### config.mk
export PLATFORM = sky130hd
export DESIGN_NAME = lsd_core
export DESIGN_NICKNAME = d
export VERILOG_FILES = /design/src/inc/lsd_pkg.sv /design/src/core/lsd_clk_prescale.sv /design/src/core/lsd_blink_gen.sv /design/src/core/lsd_core.sv
export SDC_FILE = /design/constraint.sdc
export NUM_CORES = 1
export LEC_CHECK = 0
export ABC_AREA = 1
export BUFFER_PORTS_ARGS = -buffer_cell sky130_fd_sc_hd__buf_4
export CAP_MARGIN = 30
export CORE_MARGIN = 2
export CORE_UTILIZATION = 47
export CTS_BUF_LIST = sky130_fd_sc_hd__clkbuf_4 sky130_fd_sc_hd__clkbuf_8
export DETAILED_ROUTE_END_ITERATION = 8
export HOLD_SLACK_MARGIN = 0.06
export SLEW_MARGIN = 10
export SYNTH_ARGS = -nofsm -noshare
export SYNTH_HDL_FRONTEND = slang
export SYNTH_SLANG_ARGS = --single-unit
export TNS_END_PERCENT = 100
### constraint.sdc
create_clock -name i_core_clk -period 5.6 [get_ports i_core_clk]
set_clock_uncertainty 0.2 [all_clocks]
set_input_delay 0.56 -clock i_core_clk [delete_from_list [all_inputs] [get_ports i_core_clk]]
set_output_delay 0.56 -clock i_core_clk [all_outputs]
set_load 0.05 [all_outputs]
### src/inc/lsd_pkg.sv
// Contract
// RULE1: Each segment pin goes to the display or to general I/O via per-pin mask bits.
// RULE2: Display disabled: segment pins go to ground only after the current even frame.
// RULE3: Blink scope selects one pixel, all pixels on segment 0, or all pixels.
// RULE4: Blink rate comes from a blink prescaler under a three-bit rate field.
// RULE5: Larger variants drive N segments by four commons or N-4 by eight.
// RULE6: Eight-common select routes top four segments or commons 4 to 7 to shared pins.
// RULE7: Enable switch closed while enabled; opens only at end of the even frame.
// RULE8: Without high drive, strong switch closes for pulse-length prescaled pulses per change.
// RULE9: High-drive bit set keeps the strong divider switch permanently closed.
// RULE10: New contrast level takes effect only at the start of a frame.
// RULE11: Supply select 0 picks the internal booster, 1 the external pin.
// RULE12: Zero to seven dead phases between frame pairs, all lines grounded.
// RULE13: Software clears the frame-start flag, waits for it, then rewrites memory.
// RULE14: Software should not refresh display memory faster than the frame rate.
// RULE15: Display keeps running in wait and active-halt, stops in halt.
// RULE16: Software keeps ultra-low-power bit zero when booster used in active-halt.
// RULE17: Blink scope codes: 00 off, 01 pixel, 10 segment 0, 11 all.
// RULE18: Blink rate codes 000 to 111 divide the LCD clock by 8 up to 1024.
// RULE19: Frame-start flag set at start of last phase of even frame; clear bit resets it.
// RULE20: Frames alternate odd and even, starting odd, commons inverted between them.
// RULE21: Interrupt request high only while frame-start flag and its enable are set.
// RULE22: A pin masked to general I/O is not driven by display logic.
`default_nettype none
package lsd_pkg;
    // =========================================================
    // Register indices (byte address is four times the index)
    localparam logic [5:0] LSD_IDX_CTRL1 = 6'h00;
    localparam logic [5:0] LSD_IDX_CTRL2 = 6'h01;
    localparam logic [5:0] LSD_IDX_CTRL3 = 6'h02;
    localparam logic [5:0] LSD_IDX_FRQ = 6'h03;
    localparam logic [5:0] LSD_IDX_MASK0 = 6'h04;
    localparam logic [5:0] LSD_IDX_MASK_LAST = 6'h09;
    localparam logic [5:0] LSD_IDX_CTRL4 = 6'h0a;
    localparam logic [5:0] LSD_IDX_RAM0 = 6'h10;
    localparam logic [5:0] LSD_IDX_RAM_LAST = 6'h1f;
    localparam logic [7:0] LSD_RESET_BYTE = 8'h00;
    // =========================================================
    // Field positions
    localparam int LSD_BLINK_MODE_LSB = 6;
    localparam int LSD_BLINK_RATE_LSB = 3;
    localparam int LSD_PULSE_LSB = 5;
    localparam int LSD_HOLD_BIT = 4;
    localparam int LSD_CONTRAST_LSB = 1;
    localparam int LSD_SUPPLY_BIT = 0;
    localparam int LSD_ENABLE_BIT = 6;
    localparam int LSD_IRQEN_BIT = 5;
    localparam int LSD_SOF_BIT = 4;
    localparam int LSD_FRAME_START_CLEAR_BIT = 3;
    localparam int LSD_DEAD_LSB = 0;
    localparam int LSD_PS_LSB = 4;
    localparam int LSD_DIV_LSB = 0;
    localparam int LSD_DUTY_LSB = 1;
    localparam int LSD_EIGHT_BIT = 0;
    // =========================================================
    // Timing constants
    localparam logic [4:0] LSD_DIV_BASE = 5'h10;
    localparam logic [3:0] LSD_BLINK_MIN_LOG2 = 4'h3;
    localparam logic [3:0] LSD_SHARED_PINS = 4'h4;
    // =========================================================
    // Modes and states
    typedef enum logic [1:0] {
        LSD_BLINK_OFF = 2'h0,
        LSD_BLINK_ONE = 2'h1,
        LSD_BLINK_SEG0 = 2'h2,
        LSD_BLINK_ALL = 2'h3
    } lsd_blink_e;
    typedef enum logic [2:0] {
        LSD_ST_IDLE = 3'h1,
        LSD_ST_RUN = 3'h2,
        LSD_ST_DEAD = 3'h4
    } lsd_state_e;
endpackage
`default_nettype wire

### src/core/lsd_clk_prescale.sv
`timescale 1ns/1ps
`default_nettype none
module lsd_clk_prescale
    import lsd_pkg::*;
(
    // Clock and reset
    input wire logic i_core_clk,
    input wire logic i_nrst,
    // Control
    input wire logic i_run,
    input wire logic [3:0] i_ps,
    input wire logic [3:0] i_div,
    // Ticks
    output logic o_ps_tick,
    output logic o_phase_tick
);
    logic [15:0] ps_cnt_q;
    logic [4:0] div_cnt_q;
    logic ps_hit;
    logic div_hit;

    assign ps_hit = ps_cnt_q == 16'((17'h1 << i_ps) - 17'h1);
    assign div_hit = div_cnt_q == 5'(LSD_DIV_BASE + 5'(i_div) - 5'h1);
    assign o_ps_tick = i_run && ps_hit;

    // =========================================================
    // Power-of-two prescaler, then divide by 16 to 31
    always_ff @(posedge i_core_clk)
    begin
        if (!i_nrst || !i_run || ps_hit)
            ps_cnt_q <= 16'h0000;
        else
            ps_cnt_q <= ps_cnt_q + 16'h0001;
    end

    always_ff @(posedge i_core_clk)
    begin
        if (!i_nrst || !i_run)
            div_cnt_q <= 5'h00;
        else if (ps_hit)
            div_cnt_q <= div_hit ? 5'h00 : div_cnt_q + 5'h01;
    end

    assign o_phase_tick = o_ps_tick && div_hit;
endmodule
`default_nettype wire

### src/core/lsd_blink_gen.sv
`timescale 1ns/1ps
`default_nettype none
module lsd_blink_gen
    import lsd_pkg::*;
(
    // Clock and reset
    input wire logic i_core_clk,
    input wire logic i_nrst,
    // Control
    input wire logic i_lcd_tick,
    input wire logic [2:0] i_rate,
    // Blink phase, high while blinking pixels are dark
    output logic o_blink_dark
);
    logic [9:0] cnt_q;
    logic [3:0] log2;
    logic half_hit;

    // Period is 2^(rate+3) LCD clocks; the state toggles every half
    assign log2 = LSD_BLINK_MIN_LOG2 + 4'(i_rate); // RULE18
    assign half_hit = cnt_q == 10'((11'h1 << (log2 - 4'h1)) - 11'h1);

    always_ff @(posedge i_core_clk)
    begin
        if (!i_nrst)
            cnt_q <= 10'h000;
        else if (i_lcd_tick)
            cnt_q <= half_hit ? 10'h000 : cnt_q + 10'h001; // RULE4
    end

    always_ff @(posedge i_core_clk)
    begin
        if (!i_nrst)
            o_blink_dark <= 1'b0;
        else if (i_lcd_tick && half_hit)
            o_blink_dark <= !o_blink_dark;
    end
endmodule
`default_nettype wire

### src/core/lsd_core.sv
// The Avalon-MM register port and the address map were chosen for this implementation.
`timescale 1ns/1ps
`default_nettype none
module lsd_core
    import lsd_pkg::*;
#(
    parameter int N_SEG = 44
)
(
    // Clock and reset
    input wire logic i_core_clk,
    input wire logic i_nrst,
    // Avalon-MM slave
    input wire logic [5:0] i_avs_address,
    input wire logic i_avs_read,
    input wire logic i_avs_write,
    input wire logic [31:0] i_avs_writedata,
    input wire logic [3:0] i_avs_byteenable,
    output logic [31:0] o_avs_readdata,
    output logic o_avs_waitrequest,
    // Power mode
    input wire logic i_halt_mode,
    // Panel drive
    output logic [7:0] o_backplane_active,
    output logic o_frame_even,
    output logic o_ground_all,
    output logic [N_SEG-1:0] o_front_pixel,
    output logic [N_SEG-1:0] o_front_drive_en,
    output logic o_shared_com_sel,
    output logic [3:0] o_shared_pin_data,
    // Analog control
    output logic o_en_switch,
    output logic o_hd_switch,
    output logic [2:0] o_contrast,
    output logic o_supply_external,
    // Events
    output logic o_sof,
    output logic o_irq
);
    // =========================================================
    // Elaboration check
    if (N_SEG != 44 && N_SEG != 40 && N_SEG != 28)
        $error("N_SEG must be 44, 40 or 28");

    function automatic logic [7:0] lsd_wr8(input logic [7:0] old, input logic [31:0] wd,
                                           input logic be);
        lsd_wr8 = be ? wd[7:0] : old;
    endfunction

    function automatic logic [3:0] lsd_ncom(input logic [1:0] duty, input logic eight);
        if (eight)
            lsd_ncom = 4'h8;
        else
            lsd_ncom = (duty == 2'h0) ? 4'h1 : 4'(duty) + 4'h1;
    endfunction

    // =========================================================
    // Register file
    logic [7:0] ctrl1_q, ctrl2_q, ctrl3_q, frq_q, ctrl4_q;
    logic [47:0] mask_q;
    logic [N_SEG-1:0] mem_q [8];
    logic sof_q;
    logic wait_q;
    logic acc_wr, acc_rd;
    logic [31:0] rd_d;
    logic sof_set;
    logic frame_start_clear_wr;
    logic [2:0] ram_com;
    logic ram_hi;

    assign acc_wr = i_avs_write && !wait_q;
    assign acc_rd = i_avs_read && !wait_q;
    assign ram_com = i_avs_address[3:1];
    assign ram_hi = i_avs_address[0];
    assign frame_start_clear_wr = acc_wr && i_avs_address == LSD_IDX_CTRL3 && i_avs_byteenable[0]
                     && i_avs_writedata[LSD_FRAME_START_CLEAR_BIT];

    // One wait cycle per request: the answer edge is the second one
    always_ff @(posedge i_core_clk)
    begin
        if (!i_nrst)
            wait_q <= 1'b1;
        else if (i_avs_read || i_avs_write)
            wait_q <= !wait_q;
        else
            wait_q <= 1'b1;
    end

    always_ff @(posedge i_core_clk)
    begin
        if (!i_nrst)
        begin
            ctrl1_q <= LSD_RESET_BYTE;
            ctrl2_q <= LSD_RESET_BYTE;
            ctrl3_q <= LSD_RESET_BYTE;
            frq_q <= LSD_RESET_BYTE;
            ctrl4_q <= LSD_RESET_BYTE;
            mask_q <= '0;
        end
        else if (acc_wr)
        begin
            unique case (i_avs_address)
                LSD_IDX_CTRL1: ctrl1_q <= lsd_wr8(ctrl1_q, i_avs_writedata, i_avs_byteenable[0]);
                LSD_IDX_CTRL2: ctrl2_q <= lsd_wr8(ctrl2_q, i_avs_writedata, i_avs_byteenable[0]);
                // Flag and its self-clearing clear bit are not stored here
                LSD_IDX_CTRL3: ctrl3_q <= lsd_wr8(ctrl3_q, i_avs_writedata, i_avs_byteenable[0])
                                          & 8'h67;
                LSD_IDX_FRQ: frq_q <= lsd_wr8(frq_q, i_avs_writedata, i_avs_byteenable[0]);
                LSD_IDX_CTRL4: ctrl4_q <= lsd_wr8(ctrl4_q, i_avs_writedata, i_avs_byteenable[0])
                                          & 8'h01;
                default:
                    if (i_avs_address >= LSD_IDX_MASK0 && i_avs_address <= LSD_IDX_MASK_LAST)
                        mask_q[8*(i_avs_address-LSD_IDX_MASK0) +: 8] <= lsd_wr8( // RULE1
                            mask_q[8*(i_avs_address-LSD_IDX_MASK0) +: 8],
                            i_avs_writedata, i_avs_byteenable[0]);
            endcase
        end
    end

    // Display memory: two words per common, low word holds segments 0 to 31
    always_ff @(posedge i_core_clk)
    begin
        if (!i_nrst)
        begin
            for (int c = 0; c < 8; c++)
                mem_q[c] <= '0;
        end
        else if (acc_wr && i_avs_address >= LSD_IDX_RAM0 && i_avs_address <= LSD_IDX_RAM_LAST)
        begin
            for (int b = 0; b < N_SEG; b++)
                if ((b >= 32) == ram_hi && i_avs_byteenable[(b % 32) / 8])
                    mem_q[ram_com][b] <= i_avs_writedata[b % 32];
        end
    end

    always_comb
    begin
        rd_d = 32'h0000_0000;
        unique case (i_avs_address)
            LSD_IDX_CTRL1: rd_d[7:0] = ctrl1_q;
            LSD_IDX_CTRL2: rd_d[7:0] = ctrl2_q;
            LSD_IDX_CTRL3: rd_d[7:0] = ctrl3_q | (8'(sof_q) << LSD_SOF_BIT);
            LSD_IDX_FRQ: rd_d[7:0] = frq_q;
            LSD_IDX_CTRL4: rd_d[7:0] = ctrl4_q;
            default:
                if (i_avs_address >= LSD_IDX_MASK0 && i_avs_address <= LSD_IDX_MASK_LAST)
                    rd_d[7:0] = mask_q[8*(i_avs_address-LSD_IDX_MASK0) +: 8];
                else if (i_avs_address >= LSD_IDX_RAM0 && i_avs_address <= LSD_IDX_RAM_LAST)
                    for (int b = 0; b < N_SEG; b++)
                        if ((b >= 32) == ram_hi)
                            rd_d[b % 32] = mem_q[ram_com][b];
        endcase
    end

    always_ff @(posedge i_core_clk)
    begin
        if (!i_nrst)
            o_avs_readdata <= 32'h0000_0000;
        else if (i_avs_read && wait_q)
            o_avs_readdata <= rd_d;
    end
    assign o_avs_waitrequest = wait_q;

    // =========================================================
    // Field views
    logic enable, eight, hold, halt_stop;
    logic [1:0] blink_mode;
    logic [2:0] pulse_len, dead_len;
    assign enable = ctrl3_q[LSD_ENABLE_BIT];
    assign eight = ctrl4_q[LSD_EIGHT_BIT];
    assign hold = ctrl2_q[LSD_HOLD_BIT];
    assign blink_mode = ctrl1_q[LSD_BLINK_MODE_LSB +: 2];
    assign pulse_len = ctrl2_q[LSD_PULSE_LSB +: 3];
    assign dead_len = ctrl3_q[LSD_DEAD_LSB +: 3];
    assign halt_stop = i_halt_mode; // RULE15

    // =========================================================
    // Clocking helpers
    logic ps_tick, phase_tick, blink_dark;
    lsd_state_e state_q, state_d;

    lsd_clk_prescale u_prescale (
        .i_core_clk(i_core_clk),
        .i_nrst(i_nrst),
        .i_run(state_q != LSD_ST_IDLE || (enable && !halt_stop)),
        .i_ps(frq_q[LSD_PS_LSB +: 4]),
        .i_div(frq_q[LSD_DIV_LSB +: 4]),
        .o_ps_tick(ps_tick),
        .o_phase_tick(phase_tick)
    );

    lsd_blink_gen u_blink (
        .i_core_clk(i_core_clk),
        .i_nrst(i_nrst),
        .i_lcd_tick(phase_tick),
        .i_rate(ctrl1_q[LSD_BLINK_RATE_LSB +: 3]),
        .o_blink_dark(blink_dark)
    );

    // =========================================================
    // Frame sequencer
    logic [2:0] phase_q, phase_d, dead_q, dead_d, last;
    logic even_q, even_d, frame_start;

    assign last = 3'(lsd_ncom(ctrl1_q[LSD_DUTY_LSB +: 2], eight) - 4'h1); // RULE5

    always_comb
    begin
        state_d = state_q;
        phase_d = phase_q;
        even_d = even_q;
        dead_d = dead_q;
        if (halt_stop)
            state_d = LSD_ST_IDLE;
        else
        begin
            unique case (state_q)
                LSD_ST_IDLE:
                    if (enable)
                    begin
                        state_d = LSD_ST_RUN;
                        phase_d = 3'h0;
                        even_d = 1'b0; // RULE20
                    end
                LSD_ST_RUN:
                    if (phase_tick)
                    begin
                        if (phase_q < last)
                            phase_d = phase_q + 3'h1;
                        else if (even_q && !enable)
                            state_d = LSD_ST_IDLE; // RULE2 RULE7
                        else if (even_q && dead_len != 3'h0)
                        begin
                            state_d = LSD_ST_DEAD; // RULE12
                            dead_d = dead_len;
                        end
                        else
                        begin
                            phase_d = 3'h0;
                            even_d = !even_q; // RULE20
                        end
                    end
                LSD_ST_DEAD:
                    if (phase_tick)
                    begin
                        dead_d = dead_q - 3'h1;
                        if (dead_q == 3'h1)
                        begin
                            state_d = enable ? LSD_ST_RUN : LSD_ST_IDLE;
                            phase_d = 3'h0;
                            even_d = 1'b0;
                        end
                    end
            endcase
        end
    end

    assign frame_start = state_d == LSD_ST_RUN && phase_d == 3'h0
                         && (state_q != LSD_ST_RUN || phase_q != 3'h0 || even_q != even_d);
    assign sof_set = state_d == LSD_ST_RUN && even_d && phase_d == last
                     && (state_q != LSD_ST_RUN || phase_q != phase_d || !even_q); // RULE19

    always_ff @(posedge i_core_clk)
    begin
        if (!i_nrst)
        begin
            state_q <= LSD_ST_IDLE;
            phase_q <= 3'h0;
            even_q <= 1'b0;
            dead_q <= 3'h0;
        end
        else
        begin
            state_q <= state_d;
            phase_q <= phase_d;
            even_q <= even_d;
            dead_q <= dead_d;
        end
    end

    // Set wins over a clear landing in the same cycle
    always_ff @(posedge i_core_clk)
    begin
        if (!i_nrst)
            sof_q <= 1'b0;
        else if (sof_set)
            sof_q <= 1'b1; // RULE19
        else if (frame_start_clear_wr)
            sof_q <= 1'b0;
    end

    // =========================================================
    // Strong divider pulse, counted in prescaled clocks
    logic [2:0] pulse_q;
    always_ff @(posedge i_core_clk)
    begin
        if (!i_nrst)
            pulse_q <= 3'h0;
        // A zero length cuts a running pulse short so the switch opens at once
        else if (pulse_len == 3'h0)
            pulse_q <= 3'h0; // RULE8
        else if (state_q != LSD_ST_IDLE && phase_tick)
            pulse_q <= pulse_len; // RULE8
        else if (ps_tick && pulse_q != 3'h0)
            pulse_q <= pulse_q - 3'h1;
    end

    // =========================================================
    // Pixel data with blink applied
    logic [N_SEG-1:0] pix;
    always_comb
    begin
        pix = mem_q[phase_q];
        if (blink_dark)
        begin
            unique case (lsd_blink_e'(blink_mode)) // RULE3 RULE17
                LSD_BLINK_OFF: pix = pix;
                LSD_BLINK_ONE: pix[0] = (phase_q == 3'h0) ? 1'b0 : pix[0];
                LSD_BLINK_SEG0: pix[0] = 1'b0;
                LSD_BLINK_ALL: pix = '0;
            endcase
        end
    end

    // =========================================================
    // Registered outputs
    logic [7:0] com_d;
    assign com_d = (state_q == LSD_ST_RUN) ? 8'(8'h01 << phase_q) : 8'h00;

    always_ff @(posedge i_core_clk)
    begin
        if (!i_nrst)
        begin
            o_backplane_active <= 8'h00;
            o_frame_even <= 1'b0;
            o_ground_all <= 1'b1;
            o_front_pixel <= '0;
            o_front_drive_en <= '0;
            o_shared_com_sel <= 1'b0;
            o_shared_pin_data <= 4'h0;
        end
        else
        begin
            o_backplane_active <= com_d;
            o_frame_even <= even_q;
            o_ground_all <= state_q != LSD_ST_RUN; // RULE2 RULE12
            o_front_pixel <= pix & mask_q[N_SEG-1:0];
            o_front_drive_en <= mask_q[N_SEG-1:0]; // RULE22
            o_shared_com_sel <= eight; // RULE6
            if (eight)
            begin
                o_front_drive_en[N_SEG-1 -: 4] <= 4'h0;
                o_shared_pin_data <= com_d[7:4]; // RULE6
            end
            else
                o_shared_pin_data <= pix[N_SEG-1 -: 4] & mask_q[N_SEG-1 -: 4];
        end
    end

    always_ff @(posedge i_core_clk)
    begin
        if (!i_nrst)
        begin
            o_en_switch <= 1'b0;
            o_hd_switch <= 1'b0;
            o_contrast <= 3'h0;
            o_supply_external <= 1'b0;
            o_sof <= 1'b0;
            o_irq <= 1'b0;
        end
        else
        begin
            o_en_switch <= enable || state_q != LSD_ST_IDLE; // RULE7
            o_hd_switch <= hold || pulse_q != 3'h0; // RULE8 RULE9
            if (frame_start)
                o_contrast <= ctrl2_q[LSD_CONTRAST_LSB +: 3]; // RULE10
            o_supply_external <= ctrl2_q[LSD_SUPPLY_BIT]; // RULE11
            o_sof <= sof_q;
            o_irq <= sof_q && ctrl3_q[LSD_IRQEN_BIT]; // RULE21
        end
    end
endmodule
`default_nettype wire

==> results of run 1 <==
[per-layer routing]
layer	GRT usage, %	up-vias	part of all wire [%]
met5	0	-	0.0094
met4	13.1	2	3.9
met3	5.34	246	8.9
met2	47.0	1391	44
met1	43.1	13200	43
li1	-	13200	-
[sequential cells by signal (all words and copies together), names as in the netlist, 4 cells and up]
name                  cells
frq_q                     8
ctrl3_q                   5
u_prescale.ps_cnt_q      16
o_front_pixel            44
mem_q                   352
mask_q                   48
u_prescale.div_cnt_q      5
o_avs_readdata           32
o_backplane_active        8
ctrl2_q                   8
o_front_drive_en         44
o_shared_pin_data         4
u_blink.cnt_q            10
ctrl1_q                   8
[critical path, stage by stage]
cell and delay, ps:
sky130_fd_sc_hd__buf_4 240, sky130_fd_sc_hd__nor2_4 440, sky130_fd_sc_hd__inv_1 240, sky130_fd_sc_hd__o21ai_0 190, sky130_fd_sc_hd__nand2_1 110, sky130_fd_sc_hd__nor2_1 270, sky130_fd_sc_hd__inv_1 80, sky130_fd_sc_hd__ha_1 290
sky130_fd_sc_hd__nor4_1 300, sky130_fd_sc_hd__nand4_1 130, sky130_fd_sc_hd__o21ai_0 190, sky130_fd_sc_hd__nand2_1 150, sky130_fd_sc_hd__nor2_1 110, sky130_fd_sc_hd__nand2_1 80, sky130_fd_sc_hd__nor3_2 320, sky130_fd_sc_hd__inv_1 270
sky130_fd_sc_hd__o21ai_0 240, sky130_fd_sc_hd__a21oi_1 80
[through the flow]
stage	std cells	total power [mW]	cell area [sq um]	hold WS, ps
detailed placement	4704	5.69	33100	263
finish	4914	10.1	35500	100
global route	4913	10.4	35500	114
global placement	4699	5.68	33000	253
CTS	4909	10.1	35500	66.6
floorplan	3815	5.42	30900	217
[timing repair]
action,CTS,global route
resized for setup,0,0
endpoints found under the setup margin,0,0
hold buffers,7,0
hold endpoints to repair,16,0
setup buffers,0,0
[Yosys cell counts (6+ instances only)]
cell	count	area [sq um]
sky130_fd_sc_hd__nor3_1	30	150
sky130_fd_sc_hd__o2111ai_1	10	87.6
sky130_fd_sc_hd__nand2_1	663	2490
sky130_fd_sc_hd__buf_1	22	82.6
sky130_fd_sc_hd__nor4_1	11	68.8
sky130_fd_sc_hd__nand4_1	18	113
sky130_fd_sc_hd__a221oi_1	7	61.3
sky130_fd_sc_hd__inv_2	7	26.3
sky130_fd_sc_hd__o211ai_1	64	480
sky130_fd_sc_hd__o311ai_0	27	236
sky130_fd_sc_hd__clkinv_1	8	30.0
sky130_fd_sc_hd__edfxtp_1	352	10600
sky130_fd_sc_hd__a21oi_1	287	1440
sky130_fd_sc_hd__clkbuf_1	187	702
sky130_fd_sc_hd__or2_2	12	75.1
sky130_fd_sc_hd__xnor2_1	12	105
sky130_fd_sc_hd__a31oi_1	18	113
sky130_fd_sc_hd__o31ai_1	27	203
sky130_fd_sc_hd__a32o_1	19	190
sky130_fd_sc_hd__nor2_1	685	2570
sky130_fd_sc_hd__nor2_2	6	37.5
sky130_fd_sc_hd__o221ai_1	11	96.3
sky130_fd_sc_hd__ha_1	40	500
sky130_fd_sc_hd__dfxtp_1	268	5370
sky130_fd_sc_hd__xor2_1	20	175
sky130_fd_sc_hd__nand3_1	161	806
sky130_fd_sc_hd__inv_1	357	1340
sky130_fd_sc_hd__a211oi_1	38	285
sky130_fd_sc_hd__a2111oi_0	21	184
sky130_fd_sc_hd__o21ai_0	370	1850
sky130_fd_sc_hd__buf_2	8	40.0
[power breakdown]
group / switching [mW] / internal (mW)
clock: 1.92 / 2.55
sequential: 0.0468 / 4.89
combinational: 0.515 / 0.166
total: 2.48 / 7.61
[how the worst max path moves through the flow]
stage | endpoint | slack (ps) | depth (start not counted)
final | mask_q[41] | 1660 | 18
after floorplan | mask_q[41] | 970 | 24
after detailed placement | mask_q[42] | 1090 | 18
after CTS | o_contrast[2] | 1680 | 23
after global placement | mask_q[45] | 1110 | 18
after global routing | o_contrast[1] | 1170 | 23
[logic make-up after synthesis]
family,share of synthesized area [%]
and+or+nand+nor,21.1
xor gates and xnor gates,0.907
AOI/OAI and AO/OA,17.4
adders and majority gates,1.62
buffers and inverters,7.31
DFF,51.6
muxes,0.162
[final cells by class]
cell class                      instances  area (sq um)  area share [%]
Timing Repair Buffer                  256          2030            5.71
Sequential cell                       620         15900            44.9
Antenna cell                            2          5.00          0.0141
Inverter                              372          1410            3.95
Clock inverter                         28           255           0.718
Multi-Input combinational cell       2602         12700            35.8
Tap cell                              864          1080            3.04
Clock buffer                          170          2100            5.90
==> metrics.txt, run 1 <==
fin crit period 3940 ps; result of the run finished, final reports clean; grt ovf 0; Total Neg Setup Slack 0 ps; total vias in the final route around 28000; Worst Setup Slack post-DPL between 1000 and 1500 ps; sequential cell area fraction in the yosys report between 50% and 60%; type of destination of the critical path flop; predominant post-synthesis flop cell sky130_fd_sc_hd__edfxtp_1; number of buffers inserted by port buffering between 150 and 200; post-route setup slack 1660 ps; ratio of total power to cell area 284 mW/mm^2; HP Class primary input to flop; Synth warnings 0; number of max-cap violations 0; start point of the critical path i_avs_address[2]; worst reg2reg path startpoint frq_q[7]; number of antenna violations at the first check in global routing 4; Cell Area, Synth between 0.03 and 0.04 sq mm; synth unique cells 54; slew margin rel. about a third; Avg Cell Area, Syn 8.10 sq um; hold wc startpoint i_avs_writedata[30]; placer congestion estimate 0.934; overall fraction of global-route tracks in use about 30%; global-route wire length before repair ~160000 microns; clock buffer count from CTS 106; maximum root-to-sink buffer count 3; critical path fanouts, max 32; utilization of the core after routing a little over half; die span in y between 200 and 300 microns; final worst path period share between 70% and 80%; post-detailed-placement half-perimeter wirelength around 73000 microns; transition time at the pin with the least slew margin 1020 ps; Mapped Nets just under 4000; die width 260 microns; die outline area 0.0678 sq mm; setup slack of the worst register-to-register path between 1500 and 2000 ps; TritonCTS clock tree built; RSZ-0062 raised after global routing false; wire length per cell after detailed routing between 20 and 25 microns; kind of start point of the critical path primary input; CTS root buffer sky130_fd_sc_hd__clkbuf_8; via count of the first global-routing pass around 26000; number of hold violations in the final report 0; Gate Count Post-Synth 3815; total setup violations reported at the end of the flow 0; leading cell type in the layout, fill and taps excluded sky130_fd_sc_hd__nor2_1; clock-pin slew on the worst setup and hold paths ~60 ps; number of clock sinks 620; ratio of cells with drive above 1 in the final layout about an eighth; Vias per Instance approximately 5.7; final antenna-violating net count 0; worst skew pair latency between 700 and 800 ps; Area growth, synth to finish 15.0%; required time at the worst-slack endpoint around 6000 ps; initial core utilization between 40% and 50%; final routed wirelength across all metal layers 107000 microns; Cells on Worst Hold Path 3; number of synthesized flops with an enable pin around 350; core region area roughly 0.065 sq mm; proportion of synthesized flip-flops having asynchronous set or reset 0%; kind of critical path primary input to flop; iteration count of the initial detailed-routing pass 8; final-report max-slew violation count 0; FF-to-FF End o_contrast[2]; row count between 90 and 100; cell count of the worst reg-to-reg path 23; worst vdd rail ir drop around 210 uV; filler cell count in the final layout approximately 6300; First DRT Iteration DRCs about 3300; Arrival @ worst endpoint 4340 ps; I/O pin count 191; number of nets in the layout 4045; leakage dissipation 14.8 nW; most frequent cells in the layout sky130_fd_sc_hd__nor2_1, sky130_fd_sc_hd__nand2_1, sky130_fd_sc_hd__o21ai_0; Fmax approximately 250 MHz; endpoint with the worst hold slack mem_q[6][30]; H-tree Lvls 3; pin count of the biggest net entering global routing 160; # DRC 0; post-synthesis sequential element count between 600 and 700
(Power assumes the default switching activity.)
==> run 2, diff against run 1 <==
==> constraint.sdc (replaced) <==
create_clock -name i_core_clk -period 3.9 [get_ports i_core_clk]
set_clock_uncertainty 0.2 [all_clocks]
set_input_delay 0.39 -clock i_core_clk [delete_from_list [all_inputs] [get_ports i_core_clk]]
set_output_delay 0.39 -clock i_core_clk [all_outputs]
set_load 0.05 [all_outputs]
==> run 2 against run 1 <==
Net effect:
- first-iteration DRC count decreased by 16%
- sequential power increased by 44%
- sequential cell count unchanged
- register-to-register slack got worse by 1300 ps
- core utilization increased by 1.6 points
- worst hold slack improved by 16 ps
- routed wire length increased by 0.71%
- critical endpoint is now o_contrast[0]
==> metrics.txt, run 2 (synthesis results as in run 1) <==
placer congestion estimate about 0.95; final cell area excluding filler cells roughly 0.037 sq mm; slew margin rel. 24.7%; fin crit period around 3500 ps; type of destination of the critical path flop; pin count of the biggest net entering global routing ~150; post-CTS setup buffer count 0; setup slack of the worst register-to-register path approximately 380 ps; Total Neg Setup Slack 0 ps; kind of start point of the critical path flop; cell count of the worst reg-to-reg path 22; final worst path period share between 90% and 100%; number of hold violations in the final report 0; number of nets in the layout 4124; clock buffer count from CTS 110; Arrival @ worst endpoint 3920 ps; worst vdd rail ir drop 290 uV; hold wc startpoint i_avs_writedata[11]; filler cell count in the final layout approximately 6000; initial core utilization between 40% and 50%; number of antenna violations at the first check in global routing 3; result of the run finished, final reports clean; overall fraction of global-route tracks in use between 30% and 40%; FF-to-FF End o_contrast[0]; multi-input combinational cell area 0.0127 sq mm; H-tree Lvls 3; number of max-cap violations 0; leading cell type in the layout, fill and taps excluded sky130_fd_sc_hd__nor2_1; fin cells 5001; Sequential Area approximately 0.016 sq mm; Vias per Instance ~5.7; final antenna-violating net count 0; wire length per cell after detailed routing roughly 21 microns; global-route wire length before repair around 160000 microns; GRT met3 Usage under 10%; HP Class primary input to flop; clock-pin slew on the worst setup and hold paths around 70 ps; via count of the first global-routing pass 26300; maximum root-to-sink buffer count 3; global-route met1 utilization between 40% and 50%; final routed wirelength across all metal layers between 100000 and 150000 microns; First DRT Iteration DRCs around 2800; worst reg2reg path startpoint frq_q[4]; # DRC 0; Cells on Worst Hold Path 3; placed insts about 4700; TritonCTS clock tree built; total setup violations reported at the end of the flow 0; critical path fanouts, max 7; die span in y roughly 260 microns; leakage dissipation approximately 15 nW; I/O pin count approximately 190; iteration count of the initial detailed-routing pass 8; GR peak layer met2; worst skew pair latency 750 ps; row count 94; Area growth, synth to finish 18.4%; total vias in the final route roughly 28000; total power consumption of the routed design roughly 15 mW; kind of critical path flop to flop; number of clock sinks just over 600; post-detailed-placement half-perimeter wirelength 72900 microns; required time at the worst-slack endpoint between 4000 and 5000 ps; die outline area 0.0678 sq mm; endpoint with the worst hold slack mem_q[7][43]; most frequent cells in the layout sky130_fd_sc_hd__nor2_1, sky130_fd_sc_hd__nand2_1, sky130_fd_sc_hd__o21ai_0; ratio of total power to cell area around 420 mW/mm^2; RSZ-0062 raised after global routing false; transition time at the pin with the least slew margin 1110 ps; grt ovf 0; final-report max-slew violation count 0; registers with the highest flip-flop counts mem_q x352, mask_q x48; number of buffers inserted by port buffering 190; core region area roughly 0.065 sq mm; GRT met2 Usage ~50%; CTS root buffer sky130_fd_sc_hd__clkbuf_8; placement-stage cell area 0.0334 sq mm; Fmax approximately 280 MHz; ratio of cells with drive above 1 in the final layout around an eighth; top register by number of flip-flops mem_q; die width between 200 and 300 microns; Largest register FFs 352
run 2: routing by layer:
layer  wire (microns)  vias to the layer above
li1                 -                    13400
met1            45700                    13500
met2            48100                     1338
met3             9090                      239
met4             4490                        0
met5                0                        -
run 2: worst max path at each step:
stage | cells past startpoint | endpoint | start | slack [ps]
global route | 25 | o_contrast[1] | frq_q[4] | 40
detailed placement | 19 | mask_q[29] | i_avs_address[3] | 200
global placement | 19 | mask_q[29] | i_avs_address[3] | 190
finish | 22 | o_contrast[0] | frq_q[4] | 380
CTS | 23 | o_contrast[2] | frq_q[7] | 330
floorplan | 24 | mask_q[41] | i_avs_address[2] | 10
run 2: cell type report:
class / instances / share of cell area, %
inverter: 372 / 3.84
timing repair buffer: 331 / 7.45
multi-input combinational: 2602 / 34.8
antenna: 2 / 0.0137
sequential: 620 / 43.6
clock inverter: 53 / 1.88
tap: 864 / 2.95
clock buffer: 157 / 5.48
run 2: through the flow:
step | hold WS, ps | setup WS (ps) | util (%)
3_3_place_gp | 249 | 190 | 51.1
5_1_grt | 132 | 41.7 | 56.0
6_report | 116 | 383 | 56.0
2_1_floorplan | 217 | 12.5 | -
4_1_cts | 72.3 | 333 | 55.9
3_5_place_dp | 255 | 200 | 51.1
run 2: what timing repair did:
item / in CTS / in global routing
setup endpoints to repair: 0 / 3
hold buffers: 42 / 0
hold endpoints to repair: 259 / 0
gates resized for setup: 0 / 5
run 2: worst max-delay path, stage by stage, from the launching register on:
cell and delay [ps]:
sky130_fd_sc_hd__dfxtp_1 400, sky130_fd_sc_hd__nor2_2 230, sky130_fd_sc_hd__nand2_1 100, sky130_fd_sc_hd__ha_1 340, sky130_fd_sc_hd__nor2_1 60, sky130_fd_sc_hd__nor2_1 130
sky130_fd_sc_hd__nand3_1 90, sky130_fd_sc_hd__nor2_1 90, sky130_fd_sc_hd__nand2_1 60, sky130_fd_sc_hd__nor2_1 90, sky130_fd_sc_hd__nand3_1 120, sky130_fd_sc_hd__nor2_4 120
sky130_fd_sc_hd__nand3_2 170, sky130_fd_sc_hd__inv_2 170, sky130_fd_sc_hd__nand3_1 90, sky130_fd_sc_hd__nand3_1 70, sky130_fd_sc_hd__nand2_1 80, sky130_fd_sc_hd__a21boi_1 250
sky130_fd_sc_hd__nand2_1 140, sky130_fd_sc_hd__nor2_2 170, sky130_fd_sc_hd__nand3_1 90, sky130_fd_sc_hd__nand2_1 70, sky130_fd_sc_hd__nor2_1 40
run 2: where the power goes:
| group | internal, mW | switching (mW) |
|---|---|---|
| registers | 7.03 | 0.0645 |
| clock network | 4.40 | 2.88 |
| logic | 0.276 | 0.749 |
| total | 11.7 | 3.69 |
